`src/hpc_pkg.sv`:
```
// Shared constants for the host port handshake core
package hpc_pkg;
    // ------------------------------------------------------------
    // Core-side APB register byte offsets
    // ------------------------------------------------------------
    localparam logic [7:0] CORE_CTRL_OFS = 8'h00;
    localparam logic [7:0] CORE_STAT_OFS = 8'h04;
    localparam logic [7:0] CORE_RX_OFS = 8'h08;
    localparam logic [7:0] CORE_TX_OFS = 8'h0C;
    localparam logic [7:0] DMA_SEL_OFS = 8'h10;
    // ------------------------------------------------------------
    // Host-side byte addresses
    // ------------------------------------------------------------
    localparam logic [2:0] HOST_CTRL_ADR = 3'h0;
    localparam logic [2:0] HOST_CVR_ADR = 3'h1;
    localparam logic [2:0] HOST_STAT_ADR = 3'h2;
    localparam logic [2:0] HOST_HIGH_ADR = 3'h5;
    localparam logic [2:0] HOST_MID_ADR = 3'h6;
    localparam logic [2:0] HOST_LOW_ADR = 3'h7;
    // ------------------------------------------------------------
    // Field positions
    // ------------------------------------------------------------
    localparam int RX_IE_BIT = 0;
    localparam int TX_IE_BIT = 1;
    localparam int CMD_IE_BIT = 2;
    localparam int FLAG_LO_BIT = 3;
    localparam int FLAG_HI_BIT = 4;
    localparam int RX_FULL_BIT = 0;
    localparam int TX_EMPTY_BIT = 1;
    localparam int CMD_PEND_BIT = 2;
    localparam int CMD_REQ_BIT = 7;
    // ------------------------------------------------------------
    // Widths, DMA source codes and reset values
    // ------------------------------------------------------------
    localparam int WORD_W = 24;
    localparam int CTRL_W = 5;
    localparam int SYNC_W = 14;
    localparam logic [4:0] DMA_SRC_RX_FULL = 5'h13;
    localparam logic [4:0] DMA_SRC_TX_EMPTY = 5'h14;
    localparam logic [4:0] CTRL_RESET = 5'h00;
endpackage : hpc_pkg

```
`src/hpc_sync.sv`:
```
// Two-flop synchroniser bank for the asynchronous host pins
`timescale 1ns/1ps
module hpc_sync #(
    parameter int WIDTH = 14
) (
    input wire logic clk,
    input wire logic reset,
    input wire logic [WIDTH-1:0] asyncIn,
    output logic [WIDTH-1:0] syncOut
);
    // ------------------------------------------------------------
    // One two-stage chain per bit
    // ------------------------------------------------------------
    genvar i;
    generate
        for (i = 0; i < WIDTH; i++) begin : g_bit
            logic stage1; // First stage, read only by stage two
            logic stage2; // Second stage, safe to use
            always_ff @(posedge clk) begin
                if (reset) begin
                    stage1 <= 1'b0;
                    stage2 <= 1'b0;
                end else begin
                    stage1 <= asyncIn[i];
                    stage2 <= stage1;
                end
            end
            assign syncOut[i] = stage2;
        end
    endgenerate
endmodule : hpc_sync

```
`src/hpc_core.sv`:
```
// Host port handshake core: host byte port, core APB side, moves
//
// Chosen here: the APB register port and the register addresses.
`timescale 1ns/1ps
// What this block does
// RULE1: Host always masters; port only answers.
// RULE2: Host writes fill tx bytes, reads rx.
// RULE3: Host tx word moves when core rx empty.
// RULE4: Core tx word moves when host rx empty.
// RULE5: Host checks tx empty before writing.
// RULE6: Core status: bit1 tx empty, bit0 rx full.
// RULE7: Host status: bit1 tx empty, bit0 rx full.
// RULE8: Core flags 4:3 mirror into host status.
// RULE9: Host flags 4:3 mirror into core status.
// RULE10: Set status plus enable raises core interrupt.
// RULE11: Enables: bit0 rx, bit1 tx, bit2 command.
// RULE12: Conditions persist until core data access.
// RULE13: Host sets command bit and seven-bit vector.
// RULE14: Command interrupt address is twice the vector.
// RULE15: Only interrupt acknowledge clears pending command.
// RULE16: DMA sources: rx full 10011, tx empty 10100.
// RULE17: DMA uses core registers, never host bus.
// RULE18: Stop mode disconnects and disables the port.
// RULE19: Reset clears all core-side control registers.
// RULE20: Status bits update the cycle after change.
module hpc_core (
    input wire logic clk,
    input wire logic reset,
    // APB slave, core side
    input wire logic psel,
    input wire logic penable,
    input wire logic pwrite,
    input wire logic [7:0] paddr,
    input wire logic [31:0] pwdata,
    output logic [31:0] prdata,
    output logic pready,
    output logic pslverr,
    // Host byte bus pins
    input wire logic hostCs_n,
    input wire logic hostRd_n,
    input wire logic hostWr_n,
    input wire logic [2:0] hostAddr,
    input wire logic [7:0] hostDataIn,
    output logic [7:0] hostDataOut,
    output logic hostDataOe,
    // Core interrupts, DMA and power state
    input wire logic stopMode,
    input wire logic irqAck,
    output logic irqRx,
    output logic irqTx,
    output logic irqCmd,
    output logic [7:0] irqAddr,
    output logic dmaReq
);
    // ------------------------------------------------------------
    // State
    // ------------------------------------------------------------
    logic [23:0] coreRxWord, next_coreRxWord; // Core receive register
    logic [23:0] hostTxWord, next_hostTxWord; // Host transmit bytes
    logic [23:0] hostRxWord, next_hostRxWord; // Host receive bytes
    logic [23:0] coreTxWord, next_coreTxWord; // Core transmit register
    logic coreRxFull, next_coreRxFull;
    logic coreTxEmpty, next_coreTxEmpty;
    logic hostTxEmpty, next_hostTxEmpty;
    logic hostRxFull, next_hostRxFull;
    logic [4:0] coreCtrl, next_coreCtrl; // Core control register
    logic [4:0] hostCtrl, next_hostCtrl; // Host control register
    logic [4:0] dmaSel, next_dmaSel; // DMA source select code
    logic cmdPend, next_cmdPend; // Pending host command
    logic [6:0] cmdVec, next_cmdVec; // Host command vector
    logic prevWr, next_prevWr; // Host write strobe last cycle
    logic prevRd, next_prevRd; // Host read strobe last cycle
    logic [2:0] lastAddr, next_lastAddr; // Address held during strobe
    logic [7:0] lastData, next_lastData; // Data held during strobe
    logic [31:0] next_prdata;
    logic next_pready, next_pslverr;
    logic [7:0] next_hostDataOut;
    logic next_hostDataOe, next_irqRx, next_irqTx, next_irqCmd;
    logic [7:0] next_irqAddr;
    logic next_dmaReq;

    // ------------------------------------------------------------
    // Host pin synchronisation
    // ------------------------------------------------------------
    logic [13:0] syncPins; // Synchronised host pins
    logic hostWrAct, hostRdAct; // Active strobes with chip select
    logic [2:0] sAddr;
    logic [7:0] sData;

    hpc_sync #(.WIDTH(hpc_pkg::SYNC_W)) u_sync (
        .clk(clk),
        .reset(reset),
        .asyncIn({~hostCs_n, ~hostRd_n, ~hostWr_n, hostAddr, hostDataIn}),
        .syncOut(syncPins)
    );

    // Strobes are ignored while the core is stopped
    assign hostRdAct = syncPins[13] & syncPins[12] & ~stopMode; // RULE18
    assign hostWrAct = syncPins[13] & syncPins[11] & ~stopMode; // RULE18
    assign sAddr = syncPins[10:8];
    assign sData = syncPins[7:0];

    // ------------------------------------------------------------
    // Derived status bytes and APB phases
    // ------------------------------------------------------------
    logic [7:0] hostStat; // Host-side status byte
    logic [7:0] coreStat; // Core-side status value
    logic apbDone; // APB access completes this edge
    logic hostWrEnd, hostRdEnd; // Host strobe trailing edges

    assign hostStat = {3'h0, coreCtrl[4:3], 1'b0, hostTxEmpty,
        hostRxFull}; // RULE7 RULE8
    assign coreStat = {3'h0, hostCtrl[4:3], cmdPend, coreTxEmpty,
        coreRxFull}; // RULE6 RULE9
    assign apbDone = psel & penable & pready;
    assign hostWrEnd = prevWr & ~hostWrAct; // RULE1
    assign hostRdEnd = prevRd & ~hostRdAct; // RULE1

    // ------------------------------------------------------------
    // Next-state logic
    // ------------------------------------------------------------
    always_comb begin
        next_coreRxWord = coreRxWord;
        next_hostTxWord = hostTxWord;
        next_hostRxWord = hostRxWord;
        next_coreTxWord = coreTxWord;
        next_coreRxFull = coreRxFull;
        next_coreTxEmpty = coreTxEmpty;
        next_hostTxEmpty = hostTxEmpty;
        next_hostRxFull = hostRxFull;
        next_coreCtrl = coreCtrl;
        next_hostCtrl = hostCtrl;
        next_dmaSel = dmaSel;
        next_cmdPend = cmdPend;
        next_cmdVec = cmdVec;
        next_prevWr = hostWrAct;
        next_prevRd = hostRdAct;
        next_lastAddr = sAddr;
        next_lastData = sData;
        next_prdata = 32'h0000_0000;
        next_pready = psel & penable & ~pready;
        next_pslverr = 1'b0;
        // Interrupt acknowledge clears a pending command
        if (irqAck) begin
            next_cmdPend = 1'b0; // RULE15
        end
        // Automatic move host tx bytes to core rx
        if (!hostTxEmpty && !coreRxFull) begin
            next_coreRxWord = hostTxWord; // RULE3
            next_coreRxFull = 1'b1; // RULE20
            next_hostTxEmpty = 1'b1;
        end
        // Automatic move core tx to host rx bytes
        if (!coreTxEmpty && !hostRxFull) begin
            next_hostRxWord = coreTxWord; // RULE4
            next_hostRxFull = 1'b1; // RULE20
            next_coreTxEmpty = 1'b1;
        end
        // APB read data and error prepared in the access phase
        if (psel && penable && !pready) begin
            case (paddr)
                hpc_pkg::CORE_CTRL_OFS: next_prdata = {27'h0, coreCtrl};
                hpc_pkg::CORE_STAT_OFS: next_prdata = {24'h0, coreStat};
                hpc_pkg::CORE_RX_OFS: next_prdata = {8'h00, coreRxWord};
                hpc_pkg::CORE_TX_OFS: next_prdata = 32'h0000_0000;
                hpc_pkg::DMA_SEL_OFS: next_prdata = {27'h0, dmaSel};
                default: next_pslverr = 1'b1;
            endcase
        end
        // APB side effects at the completing edge
        if (apbDone && !pslverr) begin
            if (pwrite) begin
                case (paddr)
                    hpc_pkg::CORE_CTRL_OFS: next_coreCtrl = pwdata[4:0];
                    hpc_pkg::CORE_TX_OFS: begin
                        next_coreTxWord = pwdata[23:0];
                        next_coreTxEmpty = 1'b0; // RULE12
                    end
                    hpc_pkg::DMA_SEL_OFS: next_dmaSel = pwdata[4:0];
                    default: ;
                endcase
            end else if (paddr == hpc_pkg::CORE_RX_OFS) begin
                // Only a held word is emptied; a refill needs it empty
                if (coreRxFull) begin
                    next_coreRxFull = 1'b0; // RULE12
                end
            end
        end
        // Host write completes on strobe trailing edge
        if (hostWrEnd) begin
            case (lastAddr)
                hpc_pkg::HOST_CTRL_ADR: next_hostCtrl = lastData[4:0];
                hpc_pkg::HOST_CVR_ADR: begin
                    next_cmdVec = lastData[6:0]; // RULE13
                    if (lastData[hpc_pkg::CMD_REQ_BIT]) begin
                        next_cmdPend = 1'b1; // Set wins over ack
                    end
                end
                hpc_pkg::HOST_HIGH_ADR: next_hostTxWord[23:16] = lastData;
                hpc_pkg::HOST_MID_ADR: next_hostTxWord[15:8] = lastData;
                hpc_pkg::HOST_LOW_ADR: begin
                    next_hostTxWord[7:0] = lastData; // RULE2
                    next_hostTxEmpty = 1'b0; // RULE20
                end
                default: ;
            endcase
        end
        // Host read of the low byte empties host rx
        if (hostRdEnd && lastAddr == hpc_pkg::HOST_LOW_ADR) begin
            if (hostRxFull) begin
                next_hostRxFull = 1'b0; // RULE20
            end
        end
    end

    // ------------------------------------------------------------
    // Output next values
    // ------------------------------------------------------------
    always_comb begin
        next_hostDataOe = hostRdAct; // RULE18
        case (sAddr)
            hpc_pkg::HOST_CTRL_ADR: next_hostDataOut = {3'h0, hostCtrl};
            hpc_pkg::HOST_CVR_ADR: next_hostDataOut = {cmdPend, cmdVec};
            hpc_pkg::HOST_STAT_ADR: next_hostDataOut = hostStat;
            hpc_pkg::HOST_HIGH_ADR: next_hostDataOut = hostRxWord[23:16];
            hpc_pkg::HOST_MID_ADR: next_hostDataOut = hostRxWord[15:8];
            hpc_pkg::HOST_LOW_ADR: next_hostDataOut = hostRxWord[7:0];
            default: next_hostDataOut = 8'h00;
        endcase
        next_irqRx = coreRxFull & coreCtrl[hpc_pkg::RX_IE_BIT]; // RULE10 RULE11
        next_irqTx = coreTxEmpty & coreCtrl[hpc_pkg::TX_IE_BIT]; // RULE11
        next_irqCmd = cmdPend & coreCtrl[hpc_pkg::CMD_IE_BIT]; // RULE11
        next_irqAddr = {cmdVec, 1'b0}; // RULE14
        case (dmaSel)
            hpc_pkg::DMA_SRC_RX_FULL: next_dmaReq = coreRxFull; // RULE16
            hpc_pkg::DMA_SRC_TX_EMPTY: next_dmaReq = coreTxEmpty; // RULE16
            default: next_dmaReq = 1'b0;
        endcase
    end

    // ------------------------------------------------------------
    // Registers
    // ------------------------------------------------------------
    always_ff @(posedge clk) begin
        if (reset) begin
            coreRxWord <= 24'h00_0000;
            hostTxWord <= 24'h00_0000;
            hostRxWord <= 24'h00_0000;
            coreTxWord <= 24'h00_0000;
            coreRxFull <= 1'b0;
            coreTxEmpty <= 1'b1;
            hostTxEmpty <= 1'b1;
            hostRxFull <= 1'b0;
            coreCtrl <= hpc_pkg::CTRL_RESET; // RULE19
            hostCtrl <= hpc_pkg::CTRL_RESET;
            dmaSel <= hpc_pkg::CTRL_RESET; // RULE19
            cmdPend <= 1'b0;
            cmdVec <= 7'h00;
            prevWr <= 1'b0;
            prevRd <= 1'b0;
            lastAddr <= 3'h0;
            lastData <= 8'h00;
            prdata <= 32'h0000_0000;
            pready <= 1'b0;
            pslverr <= 1'b0;
            hostDataOut <= 8'h00;
            hostDataOe <= 1'b0;
            irqRx <= 1'b0;
            irqTx <= 1'b0;
            irqCmd <= 1'b0;
            irqAddr <= 8'h00;
            dmaReq <= 1'b0;
        end else begin
            coreRxWord <= next_coreRxWord;
            hostTxWord <= next_hostTxWord;
            hostRxWord <= next_hostRxWord;
            coreTxWord <= next_coreTxWord;
            coreRxFull <= next_coreRxFull;
            coreTxEmpty <= next_coreTxEmpty;
            hostTxEmpty <= next_hostTxEmpty;
            hostRxFull <= next_hostRxFull;
            coreCtrl <= next_coreCtrl;
            hostCtrl <= next_hostCtrl;
            dmaSel <= next_dmaSel;
            cmdPend <= next_cmdPend;
            cmdVec <= next_cmdVec;
            prevWr <= next_prevWr;
            prevRd <= next_prevRd;
            lastAddr <= next_lastAddr;
            lastData <= next_lastData;
            prdata <= next_prdata;
            pready <= next_pready;
            pslverr <= next_pslverr;
            hostDataOut <= next_hostDataOut;
            hostDataOe <= next_hostDataOe;
            irqRx <= next_irqRx;
            irqTx <= next_irqTx;
            irqCmd <= next_irqCmd;
            irqAddr <= next_irqAddr;
            dmaReq <= next_dmaReq;
        end
    end
endmodule : hpc_core

```
`config.mk`:
```
export PLATFORM = sky130hd
export DESIGN_NAME = hpc_core
export DESIGN_NICKNAME = d
export VERILOG_FILES = /design/src/hpc_pkg.sv /design/src/hpc_sync.sv /design/src/hpc_core.sv
export SDC_FILE = /design/constraint.sdc
export NUM_CORES = 1
export LEC_CHECK = 0
export BUFFER_PORTS_ARGS = -buffer_cell sky130_fd_sc_hd__buf_2
export CORE_MARGIN = 2
export CORE_UTILIZATION = 30
export DETAILED_ROUTE_END_ITERATION = 16
export HOLD_SLACK_MARGIN = 0.05
export SYNTH_ARGS = -nofsm -noshare
export SYNTH_HDL_FRONTEND = slang
export SYNTH_SLANG_ARGS = --single-unit
export TNS_END_PERCENT = 5
```
`constraint.sdc`:
```
create_clock -name clk -period 1.46 [get_ports clk]
set_input_delay 0.146 -clock clk [delete_from_list [all_inputs] [get_ports clk]]
set_output_delay 0.146 -clock clk [all_outputs]
set_load 0.02 [all_outputs]
```
---- Yosys cells after proc, flatten, opt, wreduce, memory -nomap -nowiden ----
Cells that the tools add are included.
operators by class
  eq/ne operators ......................... 15
  mux-type cells .......................... 23
  bitwise logic cells ..................... 20
  reductions and logical operators ........ 25
operators with widths
  operator              count
  $pmux W24 S4          1
  $pmux W8 S6           1
  $mux W1               20
  $eq A3 B3 Y1 const B  6
  $eq A8 B4 Y1 const B  2
  $and A1 B1 Y1         12
  $eq A5 B5 Y1 const B  2
  $reduce_and A2 Y1     5
  $reduce_and A3 Y1     3
  $eq A8 B3 Y1 const B  1
  $eq A8 B5 Y1 const B  1
  $logic_not A8 Y1      1
  $not A1 Y1            8
  $eq A3 B1 Y1 const B  2
  $logic_and A1 B1 Y1   6
  $logic_not A1 Y1      6
  $logic_not A3 Y1      2
  $reduce_or A5 Y1      1
  $eq A3 B2 Y1 const B  1
  $pmux W1 S2           1
  $reduce_or A2 Y1      1
storage, ports and cells
  flip-flop bits (word level) ............. 218
  input port bits ......................... 61
  word-level logic and storage cells ...... 140
  output and inout port bits .............. 55

---- Logic depth before layout (Yosys ltp) ----
Gate-level depths: netlist (run 1).
  word-level depth ........................ 7
  mapped depth ............................ 7
  gate-level depth less buffers ........... 4

---- By module ----
Synthesis (run 1) repeated with hierarchy kept, for this count alone.
unflattened totals
  cells, all modules ...................... 797
  area total of the unflattened synthesis .. 7572.3 um^2
modules (own cells, without submodules)
  module    seq. area each (um^2)  area each (um^2)  times used  cells an instance
  hpc_core  3623.5                 6688.9            1           725
  hpc_sync  560.5                  883.3             1           72

---- Least setup slack after synthesis (run 1) ----
OpenSTA, ideal clock, no wires.
  path kind ............................... reg2reg
  start point ............................. reg pready
  end point ............................... reg coreTxWord[15]
  clock period less this slack ............ 1589 ps
  path slack .............................. -129 ps
  arrival time ............................ 1518 ps
  path buffers ............................ 3
  stages on the path, launching flop included .. 8
  setup time .............................. 71 ps
  path through ............................ dfxtp_1 and4b_1 clkbuf_1 and4_1 buf_2 buf_2 nand2_1 a21oi_1
between the ends
  word-level cells in the longest chain between the ends .. 3
RTL lines
  what                                RTL line         text
  start, declared                     hpc_core.sv:36   output logic pready,
  start signal, assigned              hpc_core.sv:292  pready <= next_pready;
  $and A1 B1 Y1                       hpc_core.sv:115  assign apbDone = psel & penable & pready;
  $logic_and A1 B1 Y1                 hpc_core.sv:171  if (apbDone && !pslverr) begin
  $reduce_and A3 Y1 (no source line)  n/a
  end signal, assigned                hpc_core.sv:277  coreTxWord <= next_coreTxWord;
  end, declared                       hpc_core.sv:61   logic [23:0] coreTxWord, next_coreTxWord;
Every way passes these cells.
A chain may end at the register's enable or synchronous reset.

---- Final worst setup path (run 1) ----
  start point ............................. reg u_sync.g_bit[11].stage2
  end point ............................... reg cmdVec[2]
between the ends
  word-level cells in the longest chain between the ends .. 5
RTL lines
  what                                RTL line         text
  start, declared                     hpc_sync.sv:18   logic stage2;
  start signal, assigned              hpc_sync.sv:25   stage2 <= stage1;
  $and A1 B1 Y1 (2 in a row)          hpc_core.sv:99   assign hostWrAct = syncPins[13] & syncPins[11] & ~stopMode;
  $not A1 Y1                          hpc_core.sv:116  assign hostWrEnd = prevWr & ~hostWrAct;
  $and A1 B1 Y1                       hpc_core.sv:116
  $reduce_and A2 Y1 (no source line)  n/a
  end signal, assigned                hpc_core.sv:286  cmdVec <= next_cmdVec;
  end, declared                       hpc_core.sv:70   logic [6:0] cmdVec, next_cmdVec;
Every way passes these cells.

==> results of run 1 <==
layout by cell type (no fill, tap or decap), types with 3 or more instances in the layout:
master,n
sky130_fd_sc_hd__and2_2,19
sky130_fd_sc_hd__inv_1,4
sky130_fd_sc_hd__clkbuf_1,4
sky130_fd_sc_hd__clkbuf_16,24
sky130_fd_sc_hd__a22oi_1,5
sky130_fd_sc_hd__o2bb2ai_1,6
sky130_fd_sc_hd__clkbuf_8,3
sky130_fd_sc_hd__buf_6,3
sky130_fd_sc_hd__a21oi_1,82
sky130_fd_sc_hd__buf_2,97
sky130_fd_sc_hd__nor3_1,4
sky130_fd_sc_hd__clkinv_2,6
sky130_fd_sc_hd__nand2_1,157
sky130_fd_sc_hd__nand2b_1,11
sky130_fd_sc_hd__mux2i_1,57
sky130_fd_sc_hd__and2_1,3
sky130_fd_sc_hd__o21ai_0,5
sky130_fd_sc_hd__dlygate4sd3_1,45
sky130_fd_sc_hd__dfxtp_2,5
sky130_fd_sc_hd__and4b_1,3
sky130_fd_sc_hd__dfxtp_1,204
sky130_fd_sc_hd__buf_12,7
sky130_fd_sc_hd__nand3b_1,6
sky130_fd_sc_hd__conb_1,9
sky130_fd_sc_hd__nor2b_1,49
sky130_fd_sc_hd__nor2_1,67
sky130_fd_sc_hd__bufinv_16,4
sky130_fd_sc_hd__buf_4,30
sky130_fd_sc_hd__nand3_1,3
final cells by class:
| type | instances | area [um2] |
|---|---|---|
| well taps | 324 | 405.4 |
| fillers | 2469 | 14560 |
| flip-flops and latches | 209 | 4190 |
| inverters | 4 | 15.01 |
| clock buffers | 31 | 656.9 |
| multi-input cells | 530 | 3057 |
| clock inverters | 12 | 175.2 |
| repair buffers | 182 | 1335 |
flip-flops by register name (all words and copies together), names as in the netlist, 14 cells and up:
register,cells
u_sync.g_bit.stage2,14
prdata,24
hostRxWord,24
coreTxWord,24
coreRxWord,24
u_sync.g_bit.stage1,14
hostTxWord,24
kinds of logic (layout without fill, tap and decap cells):
| family | count (synthesis) | after routing | share of synthesized area [%] |
|---|---|---|---|
| AO/OA/AOI/OAI | 114 | 114 | 8.780 |
| buffers and inverters | 64 | 229 | 4.079 |
| flip-flops | 209 | 209 | 56.14 |
| multiplexers | 60 | 60 | 8.091 |
| other | 1 | 9 | 0.05031 |
| AND/OR/NAND/NOR | 347 | 347 | 22.86 |
routing by layer:
layer / up-vias / track usage (%) / part of all wire, %
met3: 24 / 2.645 / 5.0
met2: 108 / 19.95 / 43
li1: 2935 / - / -
met1: 2550 / 18.50 / 50
met5: - / 0 / 0
met4: 0 / 3.821 / 1.9
cell usage after synthesis (3+ instances only):
master | number | area share, %
sky130_fd_sc_hd__a211oi_1 | 3 | 0.30
sky130_fd_sc_hd__a21oi_1 | 82 | 5.5
sky130_fd_sc_hd__a221oi_1 | 3 | 0.35
sky130_fd_sc_hd__a22oi_1 | 5 | 0.50
sky130_fd_sc_hd__and2_1 | 4 | 0.34
sky130_fd_sc_hd__and2_2 | 18 | 1.8
sky130_fd_sc_hd__and4_1 | 3 | 0.35
sky130_fd_sc_hd__and4b_1 | 4 | 0.54
sky130_fd_sc_hd__buf_1 | 5 | 0.25
sky130_fd_sc_hd__buf_2 | 9 | 0.60
sky130_fd_sc_hd__buf_4 | 9 | 0.91
sky130_fd_sc_hd__clkbuf_1 | 35 | 1.8
sky130_fd_sc_hd__dfxtp_1 | 209 | 56
sky130_fd_sc_hd__inv_1 | 4 | 0.20
sky130_fd_sc_hd__mux2i_1 | 58 | 7.8
sky130_fd_sc_hd__nand2_1 | 157 | 7.9
sky130_fd_sc_hd__nand2b_1 | 11 | 0.92
sky130_fd_sc_hd__nand3_1 | 3 | 0.20
sky130_fd_sc_hd__nand3b_1 | 6 | 0.60
sky130_fd_sc_hd__nor2_1 | 67 | 3.4
sky130_fd_sc_hd__nor2b_1 | 49 | 4.1
sky130_fd_sc_hd__nor3_1 | 6 | 0.40
sky130_fd_sc_hd__o21ai_0 | 5 | 0.34
sky130_fd_sc_hd__o2bb2ai_1 | 6 | 0.71
worst paths after layout:
kind	depth (start not counted)	start	endpoint
max	5	u_sync.g_bit[11].stage2$_SDFF_PP0_	cmdVec[2]$_SDFFE_PP0P_
min	4	paddr[5]	pslverr$_SDFF_PP0_
max reg2reg	5	u_sync.g_bit[11].stage2$_SDFF_PP0_	cmdVec[2]$_SDFFE_PP0P_
min reg2reg	1	u_sync.g_bit[10].stage1$_SDFF_PP0_	u_sync.g_bit[10].stage2$_SDFF_PP0_
repair_timing:
action,4_1_cts,5_1_grt
hold endpoints to repair,54,0
gates resized for setup,10,10
hold buffers,45,0
setup endpoints to repair,33,56
cloned,1,0
pin swaps,2,1
where the power goes:
| group | internal (mW) | switching, mW |
|---|---|---|
| Sequential | 5.75 | 0.0298 |
| Clock | 3.89 | 2.34 |
| Combinational | 0.227 | 0.231 |
| Total | 9.87 | 2.60 |
metrics by stage:
stage               area (um2)  TNS [ps]  util (%)
floorplan                 7490    -64.71         -
global placement          8474     -4707     34.74
detailed placement        8474     -5116     34.74
CTS                       9801    -983.3     40.18
global route              9834     -3133     40.32
finish                    9834    -624.7     40.32
worst reg2reg max path: cells and delay by family (launching register included):
kind | cells | cell delay, ps
simple gates | 3 | 760
flops | 1 | 300
buf+inv | 1 | 170
mux | 1 | 140
==> results.toml, run 1 <==
[sta]
setup_violations = 20
max_freq_mhz = 661.4
finalClockSkew_ps = 12.93
finalCriticalPeriod_ps = 1512
max_slew_headroom_pct = 63.44
worst_pin_slew_ps = 548.3
fin_hold_ws_ps = 73.44
post_route_setup_slack_ps = -52.00
post-route-period-util_pct = 103.6
grt_setup_unrepaired = "yes"
final-hold-violation-count = 0
timing.final.max_slew_violations = 0

[worst_setup_path]
category_of_the_most_critical_setup_path = "flop to flop"
reg2reg_setup_slack_ps = -50
critPathMaxStageDelay_ps = 510
maximum_fanout_encountered_on_the_critical_timing_path = 8
worstSetupStartpointType = "flop"
setup.worst_path.end_class = "flop"
data_required_time_of_the_worst_path_ps = 1830
critPathSlowestCell = "sky130_fd_sc_hd__or4_1"
path_cells = "and3b_1 > or4_1 > buf_6 > mux2i_1 > nor2_1"
dominant_delay_contributor_by_cell_family_on_the_critical_path = "simple AND/OR/NAND/NOR gates"
wp_buf_inv = 1
cp_data_arrival_time_ps = 1880

[drt]
detail-route-antenna-nets = 0
iter_0_drt_violations = 351
detailroute.via_count = 5617
viasPerCell = 4.348
drt-wirelength-per-cell_um = 13.37
route.detailed.drc = 0
drt_wl_total_um = 17270
dr.pass1.iters = 4

[die]
ios = 116
die_w_um = 161.6
std_cell_rows = 57
die_area_mm2 = 0.02612
dieHeight_um = 161.6
initial_utilization_pct = 30.56
coreArea_mm2 = 0.02439

[synthesis]
post_synth_instance_area_mm2 = 0.007453
ys_seq_elements = 209
synth_cell_types = 51
synth_enable_flop_cells = 0
main_synth_ff_type = "sky130_fd_sc_hd__dfxtp_1"
ys_warn_count = 0
postSynth.asyncResetShare_pct = 0
synth_area_per_cell_um2 = 9.375
synth.yosys.seq_area_share_pct = 56.14
syn-instance-count = 795

[global_routing]
vias_in_the_first_global_route = 5340
largest_net_degree_at_the_start_of_global_routing = 120
first_pass_grt_wire_length_um = 27840
grt_antenna_before_repair = 0
global_route.usage.total_pct = 13.01
remaining_overflow_grt = 0

[power]
p_per_area_mw_per_mm2 = 1268
p_leak_nw = 3.927
final_total_pwr_mw = 12.47
vdd.ir_drop.worst_uv = 625.7

[place]
total_instance_count_after_detailed_placement = 1203
pre_cts_ws_ps = -103.0
portBuffers = 98
hpwl_um = 11370
globalplace.congestion = 0.7803

[finish]
layout-drive-gt1-share_pct = 22.62
final_nets = 1012
layout-area-overhead-vs-synth_pct = 31.95
stdcell_count = 1292
antenna-diode-count = 0

[clocking]
cts_sinks = 209
clk-insertion-delay-late_ps = 510
max_buffers_root_to_sink = 3
cts-root-buf = "sky130_fd_sc_hd__clkbuf_16"
cts_tree = "done"
clock_edge_transition_at_the_registers_on_the_reported_setup_and_hold_paths_ps = 60
cts_inserted_buffers = 24
post_cts.repair.setup_buffers = 0
cts_max_level = 1

[run_status]
violations = "setup timing"
outcome = "finished with violations"

[hold_path]
worstHoldPathType = "input pin to flop"

[flow_run]
max_cap_violations = 0
No activity file was read; power rests on OpenSTA's default activity.
==> run 2: changes to the inputs <==
MAX_ROUTING_LAYER = met4   (was unset)
==> run 2 against run 1 <==
Compared with the run above: the flow still finishes with violations (setup timing); non-clock buffer count unchanged; critical path depth unchanged; design area unchanged; flip-flop and latch count unchanged; critical endpoint unchanged; largest cell class unchanged; highest routed layer unchanged.
==> results.toml, run 2 (synthesis gave the netlist of run 1 again) <==
[hold_path]
worstHoldPathType = "input pin to flop"
hold-path-cell-count = 4
timing.hold.worst.start = "paddr[5]"
worstHoldEndpoint = "pslverr$_SDFF_PP0_"

[finish]
final_design_area_no_fill_mm2 = 0.009834
layout.cells.most_common = "sky130_fd_sc_hd__dfxtp_1"
final_cell_mix = "sky130_fd_sc_hd__dfxtp_1, sky130_fd_sc_hd__nand2_1, sky130_fd_sc_hd__buf_2"
antenna-diode-count = 0
layout-area-overhead-vs-synth_pct = 31.95
multiInputGateArea_mm2 = 0.003057
storage_cell_area_mm2 = 0.004190
stdcell_count = 1292
filler_cells_inserted = 2469
layout-drive-gt1-share_pct = 22.62
layout.core_utilization_pct = 40.32
final_nets = 1012

[clocking]
cts_max_level = 1
cts_sinks = 209
post_cts.repair.setup_buffers = 0
clk-insertion-delay-late_ps = 520
cts_inserted_buffers = 24
max_buffers_root_to_sink = 3
cts_tree = "done"
cts-root-buf = "sky130_fd_sc_hd__clkbuf_16"
clock_edge_transition_at_the_registers_on_the_reported_setup_and_hold_paths_ps = 60

[worst_setup_path]
critPathMaxStageDelay_ps = 510
data_required_time_of_the_worst_path_ps = 1830
worst-r2r-cell-count = 5
timing.rr.end = "cmdVec[2]$_SDFFE_PP0P_"
wp_buf_inv = 1
setup.worst_path.end_class = "flop"
category_of_the_most_critical_setup_path = "flop to flop"
r2r-start = "u_sync.g_bit[11].stage2$_SDFF_PP0_"
reg2reg_setup_slack_ps = -60
dominant_delay_contributor_by_cell_family_on_the_critical_path = "simple AND/OR/NAND/NOR gates"
path_cells = "and3b_1 > or4_1 > buf_6 > mux2i_1 > nor2_1"
critPathSlowestCell = "sky130_fd_sc_hd__or4_1"
worstSetupStartpointType = "flop"
cp_data_arrival_time_ps = 1890
maximum_fanout_encountered_on_the_critical_timing_path = 8

[power]
power_frac_clock_pct = 50.0
power_report.internal_total_mw = 9.869
power.combinational.fraction_pct = 3.7
final_total_pwr_mw = 12.47
vdd.ir_drop.worst_uv = 625.5
power_switching_share_pct = 20.88
pwr-share-seq_pct = 46.4
p_leak_nw = 3.927
p_per_area_mw_per_mm2 = 1268
power_switching_mw = 2.604

[sta]
timing.final.max_slew_violations = 0
setup_tns_ps = -660.6
post-route-period-util_pct = 103.9
grt_setup_unrepaired = "yes"
finalCriticalPeriod_ps = 1517
setup_violations = 20
worst_pin_slew_ps = 547.5
finalClockSkew_ps = 13.32
final-hold-violation-count = 0
max_slew_headroom_pct = 63.50
post_route_setup_slack_ps = -56.99
fin_hold_ws_ps = 72.11
max_freq_mhz = 659.2

[die]
std_cell_rows = 57
die_area_mm2 = 0.02612
die_w_um = 161.6
coreArea_mm2 = 0.02439
dieHeight_um = 161.6
ios = 116
initial_utilization_pct = 30.56

[global_routing]
global_route.usage.total_pct = 13.41
first_pass_grt_wire_length_um = 27830
vias_in_the_first_global_route = 5344
grt_antenna_before_repair = 0
largest_net_degree_at_the_start_of_global_routing = 120
remaining_overflow_grt = 0

[drt]
route.detailed.drc = 0
drt_wl_total_um = 17280
detail-route-antenna-nets = 0
iter_0_drt_violations = 356
viasPerCell = 4.341
drt-wirelength-per-cell_um = 13.37
dr.pass1.iters = 4
detailroute.via_count = 5609

[place]
total_instance_count_after_detailed_placement = 1203
dpl_cell_area_mm2 = 0.008474
pre_cts_ws_ps = -103.0
hpwl_um = 11370
portBuffers = 98
globalplace.congestion = 0.7911

[flow_run]
max_cap_violations = 0

[run_status]
outcome = "finished with violations"
violations = "setup timing"
==> run 2: cell counts in the layout (fill, tap and decap cells not counted) <==
Identical to the previous run, type by type.
==> run 2: worst max path at each step <==
| stage | startpoint | endpoint | cells after the start |
|---|---|---|---|
| floorplan | u_sync.g_bit[13].stage2$_SDFF_PP0_ | cmdVec[0]$_SDFFE_PP0P_ | 5 |
| global placement | paddr[1] | prdata[21]$_SDFF_PP0_ | 6 |
| detailed placement | u_sync.g_bit[13].stage2$_SDFF_PP0_ | hostTxWord[9]$_SDFFE_PP0P_ | 6 |
| CTS | u_sync.g_bit[11].stage2$_SDFF_PP0_ | hostTxWord[14]$_SDFFE_PP0P_ | 6 |
| global route | u_sync.g_bit[11].stage2$_SDFF_PP0_ | hostTxWord[11]$_SDFFE_PP0P_ | 6 |
| finish | u_sync.g_bit[11].stage2$_SDFF_PP0_ | cmdVec[2]$_SDFFE_PP0P_ | 5 |
==> run 2: area by class of cell <==
type                            count  area share, %
Sequential cell                   209          42.61
Multi-Input combinational cell    530          31.08
Timing Repair Buffer              182          13.58
Clock buffer                       31          6.679
Tap cell                          324          4.122
Clock inverter                     12          1.781
Inverter                            4         0.1527
==> run 2: routing by layer <==
layer | up-vias | share of wire (%) | track usage (%)
met2 | 125 | 43 | 19.89
li1 | 2934 | - | -
met1 | 2525 | 50 | 18.71
met3 | 25 | 5.3 | 2.440
met4 | 0 | 1.9 | 3.821
met5 | - | 0 | -
==> run 2: power by group through the flow <==
stage               combinational (mW)  sequential [mW]  clock [mW]
floorplan                        0.214             5.90           0
global placement                 0.358             5.91           0
detailed placement               0.359             5.91           0
CTS                              0.455             5.78        6.39
global route                     0.501             5.79        6.61
finish                           0.457             5.78        6.23
==> run 2: worst reg2reg max path, stage by stage (launching register included) <==
cell and delay [ps]:
sky130_fd_sc_hd__dfxtp_1 300, sky130_fd_sc_hd__and3b_1 200, sky130_fd_sc_hd__or4_1 510, sky130_fd_sc_hd__buf_6 170, sky130_fd_sc_hd__mux2i_1 140, sky130_fd_sc_hd__nor2_1 50
==> run 2: repair_timing <==
item | 4_1_cts | 5_1_grt
cloned | 1 | 0
gates resized for setup | 10 | 10
pin swaps | 2 | 1
endpoints found under the hold margin | 54 | 0
hold buffers | 45 | 0
setup endpoints to repair | 33 | 56
==> run 3: changes to the inputs <==
--- a/config.mk
+++ b/config.mk
@@ -6,4 +6,5 @@
 export NUM_CORES = 1
 export LEC_CHECK = 0
+export ABC_AREA = 1
 export BUFFER_PORTS_ARGS = -buffer_cell sky130_fd_sc_hd__buf_2
 export CORE_MARGIN = 2
==> constraint.sdc (replaced) <==
create_clock -name clk -period 1.46 [get_ports clk]
set_input_delay 0.073 -clock clk [delete_from_list [all_inputs] [get_ports clk]]
set_output_delay 0.073 -clock clk [all_outputs]
set_load 0.02 [all_outputs]
==> run 3 against run 2 <==
Compared with the run above: the flow now finishes without violations; clock skew down 5.4 ps; critical path type unchanged; register-to-register slack better by 210 ps; flip-flop and latch count unchanged; synthesized cell count up 27%; setup slack better by 210 ps; area after synthesis up 2.6%; combinational power up 1%; critical endpoint is now hostDataOut[1]$_SDFF_PP0_; critical path depth up 3; design area down 0.87%; worst hold slack better by 7.1 ps.
==> results.toml, run 3 <==
[global_routing]
vias_in_the_first_global_route = 6181
global_route.usage.total_pct = 14.08
remaining_overflow_grt = 0
grt_antenna_before_repair = 0
first_pass_grt_wire_length_um = 30020
largest_net_degree_at_the_start_of_global_routing = 68

[worst_setup_path]
maximum_fanout_encountered_on_the_critical_timing_path = 7
cp_data_arrival_time_ps = 1690
reg2reg_setup_slack_ps = 150
category_of_the_most_critical_setup_path = "flop to flop"
worstSetupStartpointType = "flop"
data_required_time_of_the_worst_path_ps = 1840
setup.worst_path.end_class = "flop"

[finish]
final_cell_mix = "sky130_fd_sc_hd__nor2_1, sky130_fd_sc_hd__dfxtp_1, sky130_fd_sc_hd__nand2_1"
antenna-diode-count = 0
layout-area-overhead-vs-synth_pct = 27.55
final_nets = 1221
layout-drive-gt1-share_pct = 15.99
final_design_area_no_fill_mm2 = 0.009749
layout.cells.most_common = "sky130_fd_sc_hd__nor2_1"

[die]
dieHeight_um = 163.6
coreArea_mm2 = 0.02511
die_w_um = 163.6
ios = 116
die_area_mm2 = 0.02677
initial_utilization_pct = 30.44
std_cell_rows = 58

[sta]
max_freq_mhz = 764.2
post-route-period-util_pct = 89.62
post_route_setup_slack_ps = 151.5
fin_hold_ws_ps = 79.17
finalClockSkew_ps = 7.922
grt_setup_unrepaired = "no"
finalCriticalPeriod_ps = 1308
setup_tns_ps = 0
final-hold-violation-count = 0
timing.final.max_slew_violations = 0
setup_violations = 0

[run_status]
outcome = "finished clean"

[place]
dpl_cell_area_mm2 = 0.008547
pre_cts_ws_ps = 69.05
portBuffers = 98
hpwl_um = 12180
globalplace.congestion = 0.8585

[clocking]
clock_edge_transition_at_the_registers_on_the_reported_setup_and_hold_paths_ps = 60
cts_sinks = 209
clk-insertion-delay-late_ps = 500
cts-root-buf = "sky130_fd_sc_hd__clkbuf_16"
cts_max_level = 1
cts_tree = "done"
cts_inserted_buffers = 23
max_buffers_root_to_sink = 3

[drt]
drt_wl_total_um = 17890
detail-route-antenna-nets = 0
route.detailed.drc = 0
viasPerCell = 4.252
iter_0_drt_violations = 278
detailroute.via_count = 6403
dr.pass1.iters = 5
drt-wirelength-per-cell_um = 11.88

[synthesis]
synth_area_leaders = "sky130_fd_sc_hd__dfxtp_1, sky130_fd_sc_hd__nor2_1, sky130_fd_sc_hd__nand2_1"
synth_cell_types = 26
postSynth.asyncResetShare_pct = 0
post_synth_instance_area_mm2 = 0.007644
main_synth_ff_type = "sky130_fd_sc_hd__dfxtp_1"
synth_area_leader_cell = "sky130_fd_sc_hd__dfxtp_1"
syn-instance-count = 1009
ys_seq_elements = 209
post-synth-top-area-fraction_pct = 54.74
synth_area_per_cell_um2 = 7.575
synth_enable_flop_cells = 0
synth_most_common_cell = "sky130_fd_sc_hd__nor2_1"
ys_warn_count = 0
synthTopCellsByCount = "sky130_fd_sc_hd__nor2_1, sky130_fd_sc_hd__dfxtp_1, sky130_fd_sc_hd__nand2_1, sky130_fd_sc_hd__inv_1, sky130_fd_sc_hd__o21ai_0"
synth.yosys.seq_area_share_pct = 54.74

[power]
p_leak_nw = 4.394
vdd.ir_drop.worst_uv = 686.2
p_per_area_mw_per_mm2 = 1215

[hold_path]
worstHoldPathType = "input pin to flop"

[flow_run]
max_cap_violations = 0
[run 3: worst paths after layout]
| path | cells after the start | startpoint | endpoint |
|---|---|---|---|
| max | 8 | u_sync.g_bit[8].stage2$_SDFF_PP0_ | hostDataOut[1]$_SDFF_PP0_ |
| min | 6 | paddr[2] | pslverr$_SDFF_PP0_ |
| max reg2reg | 8 | u_sync.g_bit[8].stage2$_SDFF_PP0_ | hostDataOut[1]$_SDFF_PP0_ |
| min reg2reg | 2 | u_sync.g_bit[0].stage1$_SDFF_PP0_ | u_sync.g_bit[0].stage2$_SDFF_PP0_ |
[run 3: what timing repair did]
action                     4_1_cts  5_1_grt
hold buffers                    44        0
gates resized for setup          0        5
hold endpoints to repair        58        0
setup endpoints to repair        0       29
buffers inserted                 0        0
[run 3: final cells by class]
type | count | area, um2
clock buffers | 30 | 651.9
clock inverters | 11 | 92.59
fillers | 2678 | 15360
inverters | 98 | 367.9
multi-input cells | 661 | 2882
flip-flops and latches | 209 | 4184
well taps | 330 | 412.9
repair buffers | 167 | 1159
[run 3: logic make-up after synthesis]
kind of cell	share of synthesized area, %
AOI/OAI and AO/OA	7.874
buffers and inverters	8.152
DFF	54.74
other	0.04906
and+or+nand+nor	29.19
[run 3: report_power, final]
group	internal, mW	total (mW)	switching [mW]
sequential	5.75	5.78	0.0296
combinational	0.214	0.463	0.249
clock	3.33	5.60	2.27
total	9.29	11.8	2.55
[run 3: per-layer routing]
layer	wire length (um)	vias to the layer above	track usage (%)
met3	773	27	2.311
li1	-	3412	-
met5	0	-	-
met4	432	0	3.907
met1	8709	2840	18.54
met2	7975	124	22.38
[run 3: critical path, cell delays in order (launching register included)]
cell                      delay, ps
sky130_fd_sc_hd__dfxtp_1        430
sky130_fd_sc_hd__inv_1          120
sky130_fd_sc_hd__buf_4          160
sky130_fd_sc_hd__nand3_1         90
sky130_fd_sc_hd__nor2_1          50
sky130_fd_sc_hd__nor2_1         100
sky130_fd_sc_hd__nand2_1         80
sky130_fd_sc_hd__nor2_1         110
sky130_fd_sc_hd__nor2_1          50
[run 3: through the flow]
step | total power, mW | util (%) | cells
global placement | 6.280 | 34.04 | 1421
CTS | 12.01 | 38.76 | 1506
global route | 12.31 | 38.83 | 1506
floorplan | 6.144 | - | 1017
finish | 11.84 | 38.83 | 1506
detailed placement | 6.285 | 34.04 | 1421
